`config.mk`:
```
export PLATFORM = sky130hd
export DESIGN_NAME = iim_input_image
export DESIGN_NICKNAME = d
export VERILOG_FILES = /design/src/common/iim_pkg.sv /design/src/verilog/iim_input_image.sv
export VERILOG_INCLUDE_DIRS = /design/src /design/src/common
export SDC_FILE = /design/constraint.sdc
export NUM_CORES = 1
export LEC_CHECK = 0
export ABC_AREA = 1
export BUFFER_PORTS_ARGS = -buffer_cell sky130_fd_sc_hd__buf_4
export CORE_ASPECT_RATIO = 0.7
export CORE_MARGIN = 1
export CORE_UTILIZATION = 48
export DETAILED_ROUTE_END_ITERATION = 16
export PLACE_DENSITY = 0.63
export SLEW_MARGIN = 10
export SYNTH_ARGS = -nofsm -noshare
export SYNTH_HDL_FRONTEND = slang
export SYNTH_SLANG_ARGS = --single-unit
```
`constraint.sdc`:
```
create_clock -name clk_i -period 7.25 [get_ports clk_i]
set_input_delay 0.3625 -clock clk_i [delete_from_list [all_inputs] [get_ports clk_i]]
set_output_delay 0.3625 -clock clk_i [all_outputs]
set_load 0.02 [all_outputs]
```
`src/common/iim_defines.svh`:
```
`ifndef IIM_DEFINES_SVH
`define IIM_DEFINES_SVH

// register byte offsets on the wishbone slave
`define IIM_OFF_DIN_LOW     8'h00
`define IIM_OFF_DIN_HIGH    8'h04
`define IIM_OFF_AIN_BASE    8'h08
`define IIM_OFF_GP_IN       8'h18
`define IIM_OFF_GP_CTRL     8'h1c
`define IIM_OFF_GP_OUT      8'h20
`define IIM_OFF_SENS_TYPE   8'h24
`define IIM_OFF_TEMP_BASE   8'h28
`define IIM_OFF_HUMID_BASE  8'h48
`define IIM_PAIR_STRIDE     8'h08
`define IIM_HIGH_STEP       8'h04

// reset values
`define IIM_RST_BYTE        8'h00
`define IIM_RST_WORD        16'h0000

// field layout
`define IIM_AIN_BITS        10
`define IIM_AIN_MAX         10'h3ff
`define IIM_GP_PINS         4
`define IIM_SIGN_BIT        15

// averaging and sensor scaling
`define IIM_AVG_SAMPLES     4'ha
`define IIM_DIV10_MUL       14'h199a
`define IIM_DIV10_SHIFT     16
`define IIM_LOW_RES_SCALE   16'h0100
`define IIM_HIGH_RES_SCALE  16'h000a

`endif

```
`src/common/iim_pkg.sv`:
```
package iim_pkg;

    // role of a general-purpose pin, two bits per pin in the control byte
    typedef enum logic [1:0] {
        IIM_ROLE_INPUT,
        IIM_ROLE_OUTPUT,
        IIM_ROLE_SENSOR,
        IIM_ROLE_SPARE
    } iim_role_t;

    // one finished analog conversion
    typedef struct packed {
        logic       valid;
        logic       chan;
        logic [9:0] value;
    } iim_adc_smp_t;

    // one decoded sensor reading, sign and magnitude split by the sensor engine
    typedef struct packed {
        logic       valid;
        logic [1:0] pin;
        logic       temp_neg;
        logic [7:0] temp_whole;
        logic [3:0] temp_tenth;
        logic [7:0] humid_whole;
        logic [3:0] humid_tenth;
    } iim_sensor_rd_t;

endpackage

```
`src/verilog/iim_input_image.sv`:
```
// Behaviour
// - inputs 0..7 into low byte, LSB first
// - inputs 8..15 into high byte, LSB first
// - bit reads 1 while input active
// - analog result 10 bits in 16-bit word
// - top two bits in high byte bits 1:0
// - store average of ten conversions per channel
// - stored analog value within 0..1023
// - one analog word pair per channel
// - pins 0..3 in bits 0..3, rest zero
// - pin bit reads driven pin level
// - all pins inputs after reset
// - pull-up enabled input idles at 1
// - pin role set by control byte
// - temperature word per pin in sensor mode
// - high-res negative sets temperature MSB
// - humidity word per pin, same scales
`include "iim_defines.svh"

module iim_input_image #(
    parameter int AIN_CHANNELS = 2,
    parameter int GP_PINS      = `IIM_GP_PINS
) (
    input  wire logic                   clk_i,
    input  wire logic                   rst_i,
    input  wire logic                   wb_cyc_i,
    input  wire logic                   wb_stb_i,
    input  wire logic                   wb_we_i,
    input  wire logic [7:0]             wb_adr_i,
    input  wire logic [3:0]             wb_sel_i,
    input  wire logic [31:0]            wb_dat_i,
    output logic      [31:0]            wb_dat_o,
    output logic                        wb_ack_o,
    input  wire logic [15:0]            din_i,
    input  wire iim_pkg::iim_adc_smp_t  adc_i,
    input  wire iim_pkg::iim_sensor_rd_t sensor_i,
    input  wire logic [GP_PINS-1:0]     gp_pin_i,
    output logic      [GP_PINS-1:0]     gp_pin_o,
    output logic      [GP_PINS-1:0]     gp_pin_oe_n_o,
    output logic      [GP_PINS-1:0]     gp_pullup_o,
    output logic      [GP_PINS-1:0]     gp_sensor_en_o
);

    // ----------------------------------------------------------------
    // helpers
    // ----------------------------------------------------------------
    // reciprocal multiply, exact for sums up to ten full-scale samples
    function automatic logic [9:0] div10(input logic [13:0] sum);
        logic [27:0] prod;
        logic [11:0] q;
        prod = sum * `IIM_DIV10_MUL;
        q    = prod[27:`IIM_DIV10_SHIFT];
        div10 = (q > 12'(`IIM_AIN_MAX)) ? `IIM_AIN_MAX : q[9:0];
    endfunction

    function automatic logic [15:0] scale_word(input logic       hi_res,
                                               input logic       neg,
                                               input logic [7:0] whole,
                                               input logic [3:0] tenth);
        logic [15:0] mag;
        scale_word = `IIM_RST_WORD;
        if (hi_res) begin
            mag        = 16'(whole * `IIM_HIGH_RES_SCALE) + 16'(tenth);
            scale_word = {neg, mag[14:0]};
        end else begin
            mag        = 16'(whole * `IIM_LOW_RES_SCALE);
            scale_word = neg ? 16'(-mag) : mag;
        end
    endfunction

    // ----------------------------------------------------------------
    // pin synchronisers
    // ----------------------------------------------------------------
    logic [15:0]        din_meta;
    logic [15:0]        din_sync;
    logic [GP_PINS-1:0] gp_meta;
    logic [GP_PINS-1:0] gp_sync;

    always_ff @(posedge clk_i) begin
        if (rst_i) begin
            din_meta <= 16'h0000;
            din_sync <= 16'h0000;
            gp_meta  <= '0;
            gp_sync  <= '0;
        end else begin
            din_meta <= din_i;
            din_sync <= din_meta;
            gp_meta  <= gp_pin_i;
            gp_sync  <= gp_meta;
        end
    end

    // ----------------------------------------------------------------
    // host-written configuration
    // ----------------------------------------------------------------
    logic [7:0]         gp_ctrl;
    logic [GP_PINS-1:0] gp_out;
    logic [GP_PINS-1:0] sens_hi_res;
    logic               wr_en;
    logic               rd_en;

    // write lands at the ack edge, when the master still holds the request
    assign wr_en = wb_cyc_i && wb_stb_i && wb_we_i && wb_ack_o && wb_sel_i[0];
    assign rd_en = wb_cyc_i && wb_stb_i && !wb_ack_o;

    always_ff @(posedge clk_i) begin
        if (rst_i) begin
            gp_ctrl     <= `IIM_RST_BYTE;
            gp_out      <= '0;
            sens_hi_res <= '0;
        end else if (wr_en) begin
            if (wb_adr_i == `IIM_OFF_GP_CTRL) begin
                gp_ctrl <= wb_dat_i[7:0];
            end else if (wb_adr_i == `IIM_OFF_GP_OUT) begin
                gp_out <= wb_dat_i[GP_PINS-1:0];
            end else if (wb_adr_i == `IIM_OFF_SENS_TYPE) begin
                sens_hi_res <= wb_dat_i[GP_PINS-1:0];
            end
        end
    end

    iim_pkg::iim_role_t role [GP_PINS];

    always_comb begin
        for (int p = 0; p < GP_PINS; p++) begin
            role[p]          = iim_pkg::iim_role_t'(gp_ctrl[2*p +: 2]);
            gp_pin_oe_n_o[p] = (role[p] != iim_pkg::IIM_ROLE_OUTPUT);
            gp_pin_o[p]      = (role[p] == iim_pkg::IIM_ROLE_OUTPUT) && gp_out[p];
            gp_sensor_en_o[p] = (role[p] == iim_pkg::IIM_ROLE_SENSOR);
            gp_pullup_o[p]   = (role[p] == iim_pkg::IIM_ROLE_INPUT) && gp_out[p];
        end
    end

    // ----------------------------------------------------------------
    // digital and general-purpose input image
    // ----------------------------------------------------------------
    logic [7:0] din_low;
    logic [7:0] din_high;
    logic [7:0] gp_in;

    // refreshed every clock so any host read sees the newest sample
    always_ff @(posedge clk_i) begin
        if (rst_i) begin
            din_low  <= `IIM_RST_BYTE;
            din_high <= `IIM_RST_BYTE;
            gp_in    <= `IIM_RST_BYTE;
        end else begin
            // low byte packing, active reads 1
            din_low  <= din_sync[7:0];
            din_high <= din_sync[15:8];
            gp_in    <= {4'h0, gp_sync[3:0]};
        end
    end

    // ----------------------------------------------------------------
    // analog averaging
    // ----------------------------------------------------------------
    logic [13:0] ain_sum [AIN_CHANNELS];
    logic [3:0]  ain_cnt [AIN_CHANNELS];
    logic [9:0]  ain_val [AIN_CHANNELS];

    always_ff @(posedge clk_i) begin
        if (rst_i) begin
            for (int c = 0; c < AIN_CHANNELS; c++) begin
                ain_sum[c] <= 14'h0000;
                ain_cnt[c] <= 4'h0;
                ain_val[c] <= 10'h000;
            end
        end else if (adc_i.valid) begin
            for (int c = 0; c < AIN_CHANNELS; c++) begin
                if (adc_i.chan == 1'(c)) begin
                    if (ain_cnt[c] == `IIM_AVG_SAMPLES - 4'h1) begin
                        ain_val[c] <= div10(ain_sum[c] + 14'(adc_i.value));
                        ain_sum[c] <= 14'h0000;
                        ain_cnt[c] <= 4'h0;
                    end else begin
                        ain_sum[c] <= ain_sum[c] + 14'(adc_i.value);
                        ain_cnt[c] <= ain_cnt[c] + 4'h1;
                    end
                end
            end
        end
    end

    // ----------------------------------------------------------------
    // sensor words
    // ----------------------------------------------------------------
    logic [15:0] temp_word  [GP_PINS];
    logic [15:0] humid_word [GP_PINS];

    // readings for a pin not in sensor role are dropped
    always_ff @(posedge clk_i) begin
        if (rst_i) begin
            for (int p = 0; p < GP_PINS; p++) begin
                temp_word[p]  <= `IIM_RST_WORD;
                humid_word[p] <= `IIM_RST_WORD;
            end
        end else if (sensor_i.valid && role[sensor_i.pin] == iim_pkg::IIM_ROLE_SENSOR) begin
            temp_word[sensor_i.pin]  <= scale_word(sens_hi_res[sensor_i.pin], sensor_i.temp_neg,
                                                   sensor_i.temp_whole, sensor_i.temp_tenth);
            humid_word[sensor_i.pin] <= scale_word(sens_hi_res[sensor_i.pin], 1'b0,
                                                   sensor_i.humid_whole, sensor_i.humid_tenth);
        end
    end

    // ----------------------------------------------------------------
    // wishbone read side
    // ----------------------------------------------------------------
    logic [7:0] next_rd;

    always_comb begin
        next_rd = 8'h00;
        if (wb_adr_i == `IIM_OFF_DIN_LOW) begin
            next_rd = din_low;
        end else if (wb_adr_i == `IIM_OFF_DIN_HIGH) begin
            next_rd = din_high;
        end else if (wb_adr_i == `IIM_OFF_GP_IN) begin
            next_rd = gp_in;
        end else if (wb_adr_i == `IIM_OFF_GP_CTRL) begin
            next_rd = gp_ctrl;
        end else if (wb_adr_i == `IIM_OFF_GP_OUT) begin
            next_rd = {4'h0, gp_out};
        end else if (wb_adr_i == `IIM_OFF_SENS_TYPE) begin
            next_rd = {4'h0, sens_hi_res};
        end else begin
            for (int c = 0; c < AIN_CHANNELS; c++) begin
                if (wb_adr_i == `IIM_OFF_AIN_BASE + 8'(c) * `IIM_PAIR_STRIDE) begin
                    next_rd = ain_val[c][7:0];
                end else if (wb_adr_i == `IIM_OFF_AIN_BASE + 8'(c) * `IIM_PAIR_STRIDE + `IIM_HIGH_STEP) begin
                    next_rd = {6'h00, ain_val[c][9:8]};
                end
            end
            for (int p = 0; p < GP_PINS; p++) begin
                if (wb_adr_i == `IIM_OFF_TEMP_BASE + 8'(p) * `IIM_PAIR_STRIDE) begin
                    next_rd = temp_word[p][7:0];
                end else if (wb_adr_i == `IIM_OFF_TEMP_BASE + 8'(p) * `IIM_PAIR_STRIDE + `IIM_HIGH_STEP) begin
                    next_rd = temp_word[p][15:8];
                end else if (wb_adr_i == `IIM_OFF_HUMID_BASE + 8'(p) * `IIM_PAIR_STRIDE) begin
                    next_rd = humid_word[p][7:0];
                end else if (wb_adr_i == `IIM_OFF_HUMID_BASE + 8'(p) * `IIM_PAIR_STRIDE + `IIM_HIGH_STEP) begin
                    next_rd = humid_word[p][15:8];
                end
            end
        end
    end

    // one wait state; unmapped addresses ack with zero, writes to image ignored
    // read captures current image
    always_ff @(posedge clk_i) begin
        if (rst_i) begin
            wb_ack_o <= 1'b0;
            wb_dat_o <= 32'h00000000;
        end else begin
            wb_ack_o <= rd_en;
            if (rd_en && !wb_we_i) begin
                wb_dat_o <= {24'h000000, next_rd};
            end
        end
    end
endmodule
```
* After elaboration in Yosys (flattened, before gate mapping)
Memory sizes are Yosys's and may differ from the RTL's.
Cells that the tools add are included.
** Word-level totals
- Register bits :: 89
- Bits in latches :: 0
- Memory bits (writable) :: 184
- ROM bits :: 0
- Input port bits :: 109
- Logic and storage cells :: 194
- Memories :: 5
** Memory list
- humid_word :: words 4, width 16, read ports 4, clocked after memory_dff 0, write ports 4, RTL line iim_input_image.sv:189 : logic [15:0] humid_word [GP_PINS];
- temp_word :: words 4, width 16, read ports 4, clocked after memory_dff 0, write ports 4, RTL line iim_input_image.sv:188 : logic [15:0] temp_word [GP_PINS];
- ain_sum :: words 2, width 14, read ports 2, clocked after memory_dff 0, write ports 2, RTL line iim_input_image.sv:158 : logic [13:0] ain_sum [AIN_CHANNELS];
- ain_val :: words 2, width 10, read ports 2, clocked after memory_dff 0, write ports 2, RTL line iim_input_image.sv:160 : logic [9:0] ain_val [AIN_CHANNELS];
- ain_cnt :: words 2, width 4, read ports 2, clocked after memory_dff 0, write ports 2, RTL line iim_input_image.sv:159 : logic [3:0] ain_cnt [AIN_CHANNELS];
** Operators by class
- $add $sub $neg :: 7
- $mul :: 4
- Div/mod/pow operators :: 0
- Order comparisons :: 4
- Equal/unequal tests :: 40
- Shift operators :: 0
- Multiplexer cells :: 81
- Bitwise operators :: 13
- Reductions and logical operators :: 27
** Operators with widths (count)
- two-way mux 8 bit :: 25
- two-way mux 16 bit :: 9
- == test 8 x 7 -> 1 bit, second input constant :: 10
- == test 8 x 6 -> 1 bit, second input constant :: 8
- two-way mux 14 bit :: 4
- multiplier 14 x 12 -> 26 bit, second input constant :: 2
- two-way mux 10 bit :: 4
- == test 8 x 5 -> 1 bit, second input constant :: 4
- OR reduction 16 bit :: 2
- adder 14 x 10 -> 14 bit :: 2
- two-way mux 1 bit :: 28
- adder 12 x 4 -> 13 bit :: 2
- greater-than comparator 11 x 10 -> 1 bit, second input constant :: 2
- multiplier 8 x 3 -> 11 bit, second input constant :: 2
- == test 8 x 4 -> 1 bit, second input constant :: 2
- two-way mux 4 bit :: 4
- negator 16 bit :: 1
- logical AND 1 bit :: 15
- == test 2 bit, second input constant :: 5
- two-way mux 2 bit :: 5
- bitwise OR 1 bit :: 10
- adder 4 x 1 -> 4 bit, second input constant :: 2
- == test 2 x 1 -> 1 bit, second input constant :: 4
- == test 4 bit, second input constant :: 2
- other kinds (14) :: 22

* Longest topological paths before layout
- Word-level depth :: 27
- Gate-level depth with buffers :: 37
- Mapped depth without buffers :: 37

* Worst setup path before layout
No wires, ideal clock.
- Path kind :: in2reg
- From :: input port adc_i[2] in the netlist's numbering
- To :: memory ain_val[1][0], in the netlist ain_val[0][10] (data pin)
- Setup time :: 0.250 ns
- Arrival time :: 6.206 ns
- Required time :: 7.000 ns
- Setup slack :: 0.794 ns
- Cell stages on the path :: 32
- Cell sequence :: ha_1 -> a21oi_1 -> o31ai_2 -> a21oi_1 -> nor2_2 -> o211ai_1 -> nand2_2 -> a21oi_2 -> o21bai_4 -> xor2_4 -> ha_1 -> inv_1 -> fa_1 -> inv_1 -> fa_1 -> fa_1 -> inv_1 -> fa_1 -> inv_1 -> ha_1 -> nand2_1 -> o21ai_0 -> nor2_1 -> o21bai_2 -> nand2_1 -> nand2_1 -> nand2_1 -> o311ai_4 -> xor2_2 -> nand2_1 -> nand2_1 -> inv_1
** RTL lines
- start: declaration :: RTL line iim_input_image.sv:35 : input wire iim_pkg::iim_adc_smp_t adc_i,
- end: declaration :: RTL line iim_input_image.sv:160

==> run summary <==
CP Launch Type - flop
Most common cell after layout, fill and taps aside - inv_1
First-pass GRT wire length - 72,880 um
Setup WS post-layout - 396.7 ps
CP Data Required Time - 7510 ps
Antenna viol nets, final - 0
Initial DRC Count - 1,177
Gr ovfl total - 0
Met2 Track Usage GR - 31.96%
Cell class contributing the biggest share of worst-path delay - adder cells
Leak pwr - 10.62 nW
Drt via density - 5.037
Global-route met3 utilization - 3.043%
HP Start - din_i[4]
Buf/Inv on CP - 4
Leading cell types in the layout, fill and taps excluded - 476 x inv_1, 327 x nor2_1, 301 x nand2_1
Final Routed Wirelength - 45,650 um
Post-route clock period utilization - 94.53%
R2r startpoint - ain_sum[1][2]
Largest stage delay on the critical path - 560 ps
Switching share of power - 48.57%
PortBufs - 106
Worst reg-to-reg setup slack - 400 ps
Slew Viols, Final - 0
Placed cell area - 0.02109 mm2
MaxCap Viol Count - 0
Hpwl dp - 36,800 um
Initial antenna violation count - 0
Hold Path Depth - 3
Fmax - 145.9 MHz
H-tree depth - 1
CP arrival - 7120 ps
Syn_area_per_cell - 8.756 um2
Count of cell types in the netlist - 53
Register area share after synthesis - 36.90%
Clk sinks - 269
Gate power share - 70.7%
Synth Cell Area - 0.01959 mm2
Async set-reset flop share out of synthesis - 0%
Avg WL per Cell - 15.60 um
Mapped Cells - 2,237
Grt met1 use - 35.25%
Io pins - 158
Final setup viols - 0
Worst-path maximum fanout - 5
DRT Pass-1 Iters - 7
Pint - 5.419 mW
Clock share of power - 12.8%
Power Density - 479.0 mW/mm2
Synth warn - 0
# rows - 61
Min cycle time layout - 6853 ps
Reg-to-reg endpoint - ain_val[0][17]
Run status - completed
#FFs+latches synth - 269
CP max-delay cell - fa_1
Drt drc - 0
Root buffer cell - clkbuf_16
Share of cells above drive strength 1 - 9.323%
GR peak layer - met1
N_diodes - 0
Final nets - 2,813
Chip height - 171.0 um
Final Skew - 7.878 ps
Total number of vias - 14,743
Hold Fails Final Rpt - 0
Longest Clk Path Bufs - 3
Largest net degree at the start of global routing - 76
Layout area overhead - 12.29%
Worst Tran Pin Value - 1075 ps
Final core occ - 55.00%
Chip width - 243.4 um
Worst-Skew Late Latency - 540 ps
Final instance area - 0.02199 mm2
Max IR drop VDD - 0.0007121 V
CTS tree - yes
Share of power burned in registers - 16.5%
Worst Reg2Reg Path Length in Cells - 30
Clock-pin slew on the worst setup and hold paths - 60 ps
Worst Path Class, Setup - flop to flop
Place WS - 62.76 ps
Vias in the first global route - 13,987
Top_reg_cell synth - edfxtp_1
Crit end category - flop
GRT Overall Usage - 22.19%
EDFF count, synth - 184
Max-Slew Margin vs Limit - 28.25%
GPL Wtd Cong - 0.8858
Inserted Clock Buffers - 27
Area of the die - 0.04163 mm2
Hold Crit Endpoint - din_meta[4]
Net Sw Power - 5.117 mW
Initial core utilization - 48.98%
Hold Crit Class - input port to flop
Core footprint - 0.03999 mm2
Hold_ws - 24.23 ps
[repair_timing]
| item | in CTS | in global routing |
|---|---|---|
| hold buffers | 0 | 0 |
| endpoints found under the setup margin | 0 | 12 |
| buffers inserted | 0 | 1 |
| gates resized for setup | 0 | 9 |
[state kept, by name, indices dropped and copies added, names as in the netlist]
signal	cells
humid_word	64
temp_word	64
ain_sum	28
ain_val	20
din_meta	16
din_sync	16
ain_cnt	8
din_high	8
din_low	8
gp_ctrl	8
wb_dat_o	8
gp_in	4
gp_meta	4
gp_out	4
gp_sync	4
sens_hi_res	4
wb_ack_o	1
[cells by family (layout without fill, tap and decap cells)]
logic type	after synthesis	after routing	synth area share [%]
simple gates	777	777	16.35
buf+inv	538	669	10.77
fa+ha+maj	330	330	24.68
flops	269	269	36.90
compound gates	228	228	6.675
xor+xnor	93	94	4.561
other cells	1	24	0.01914
mux	1	1	0.05110
[layout make-up]
type / instances / area (um2)
flip-flops and latches: 269 / 7227
multi-input cells: 1454 / 10400
clock inverters: 6 / 57.56
well taps: 535 / 669.4
clock buffers: 41 / 779.5
fillers: 3697 / 18000
repair buffers: 140 / 1051
inverters: 482 / 1809
[per-layer routing]
metal | routed length (um) | share of wire (%) | vias up
met2 | 18520 | 41 | 413
met4 | 605 | 1.3 | 0
met3 | 3160 | 6.9 | 52
met1 | 23370 | 51 | 6965
met5 | 0 | 0 | -
li1 | - | - | 7313
[how the worst max path moves through the flow]
| stage | cells after the start | slack [ps] | start | end |
|---|---|---|---|---|
| floorplan | 32 | 790 | adc_i[2] | ain_val[0][10] |
| global placement | 33 | 220 | adc_i[2] | ain_val[0][10] |
| detailed placement | 33 | 60 | adc_i[2] | ain_val[0][13] |
| CTS | 32 | 180 | ain_sum[1][2] | ain_val[0][13] |
| global route | 36 | -2 | ain_sum[1][2] | ain_val[0][13] |
| finish | 30 | 400 | ain_sum[1][2] | ain_val[0][17] |
[cell usage after synthesis (3+ instances only)]
cell,count,area [um2]
and3_1,5,31.28
fa_1,94,1882
o21ai_1,7,35.03
buf_4,24,180.2
o21bai_1,4,30.03
nand3b_1,4,30.03
dfxtp_1,85,1702
o221ai_1,3,26.28
nand4_1,37,231.5
or2_2,11,68.82
nor3_1,17,85.08
xor2_4,3,82.58
nand3_1,57,285.3
clkbuf_1,32,120.1
a21o_1,6,45.04
o211ai_1,6,45.04
xor2_1,63,551.8
inv_2,5,18.77
xnor2_1,24,210.2
and2_1,5,31.28
inv_1,476,1787
o21ai_2,3,26.28
o21a_1,4,30.03
o21ai_0,42,210.2
xor2_2,3,48.80
nor2_1,329,1235
ha_1,236,2953
nand2_1,302,1134
edfxtp_1,184,5525
a21oi_1,137,685.7
[through the flow]
stage	total power [mW]	setup TNS (ps)	std cells
after floorplan	7.345	0	2260
after global placement	8.958	0	2878
after detailed placement	9.100	0	2878
after CTS	10.52	0	2925
after global routing	11.89	-2.038	2927
final	10.54	0	2927
[power by group through the flow]
| stage | logic, mW | clock network, mW | registers (mW) |
|---|---|---|---|
| 3_3_place_gp | 7.19 | 0 | 1.77 |
| 2_1_floorplan | 5.58 | 0 | 1.76 |
| 5_1_grt | 8.72 | 1.44 | 1.74 |
| 3_5_place_dp | 7.33 | 0 | 1.77 |
| 4_1_cts | 7.41 | 1.37 | 1.73 |
| 6_report | 7.45 | 1.35 | 1.73 |
[worst min-delay path, delay by kind of cell]
| family | cells | cell delay [ps] |
|---|---|---|
| buffers and inverters | 2 | 110 |
| AND/OR/NAND/NOR | 1 | 60 |
Power figures use the tool's default switching activity.
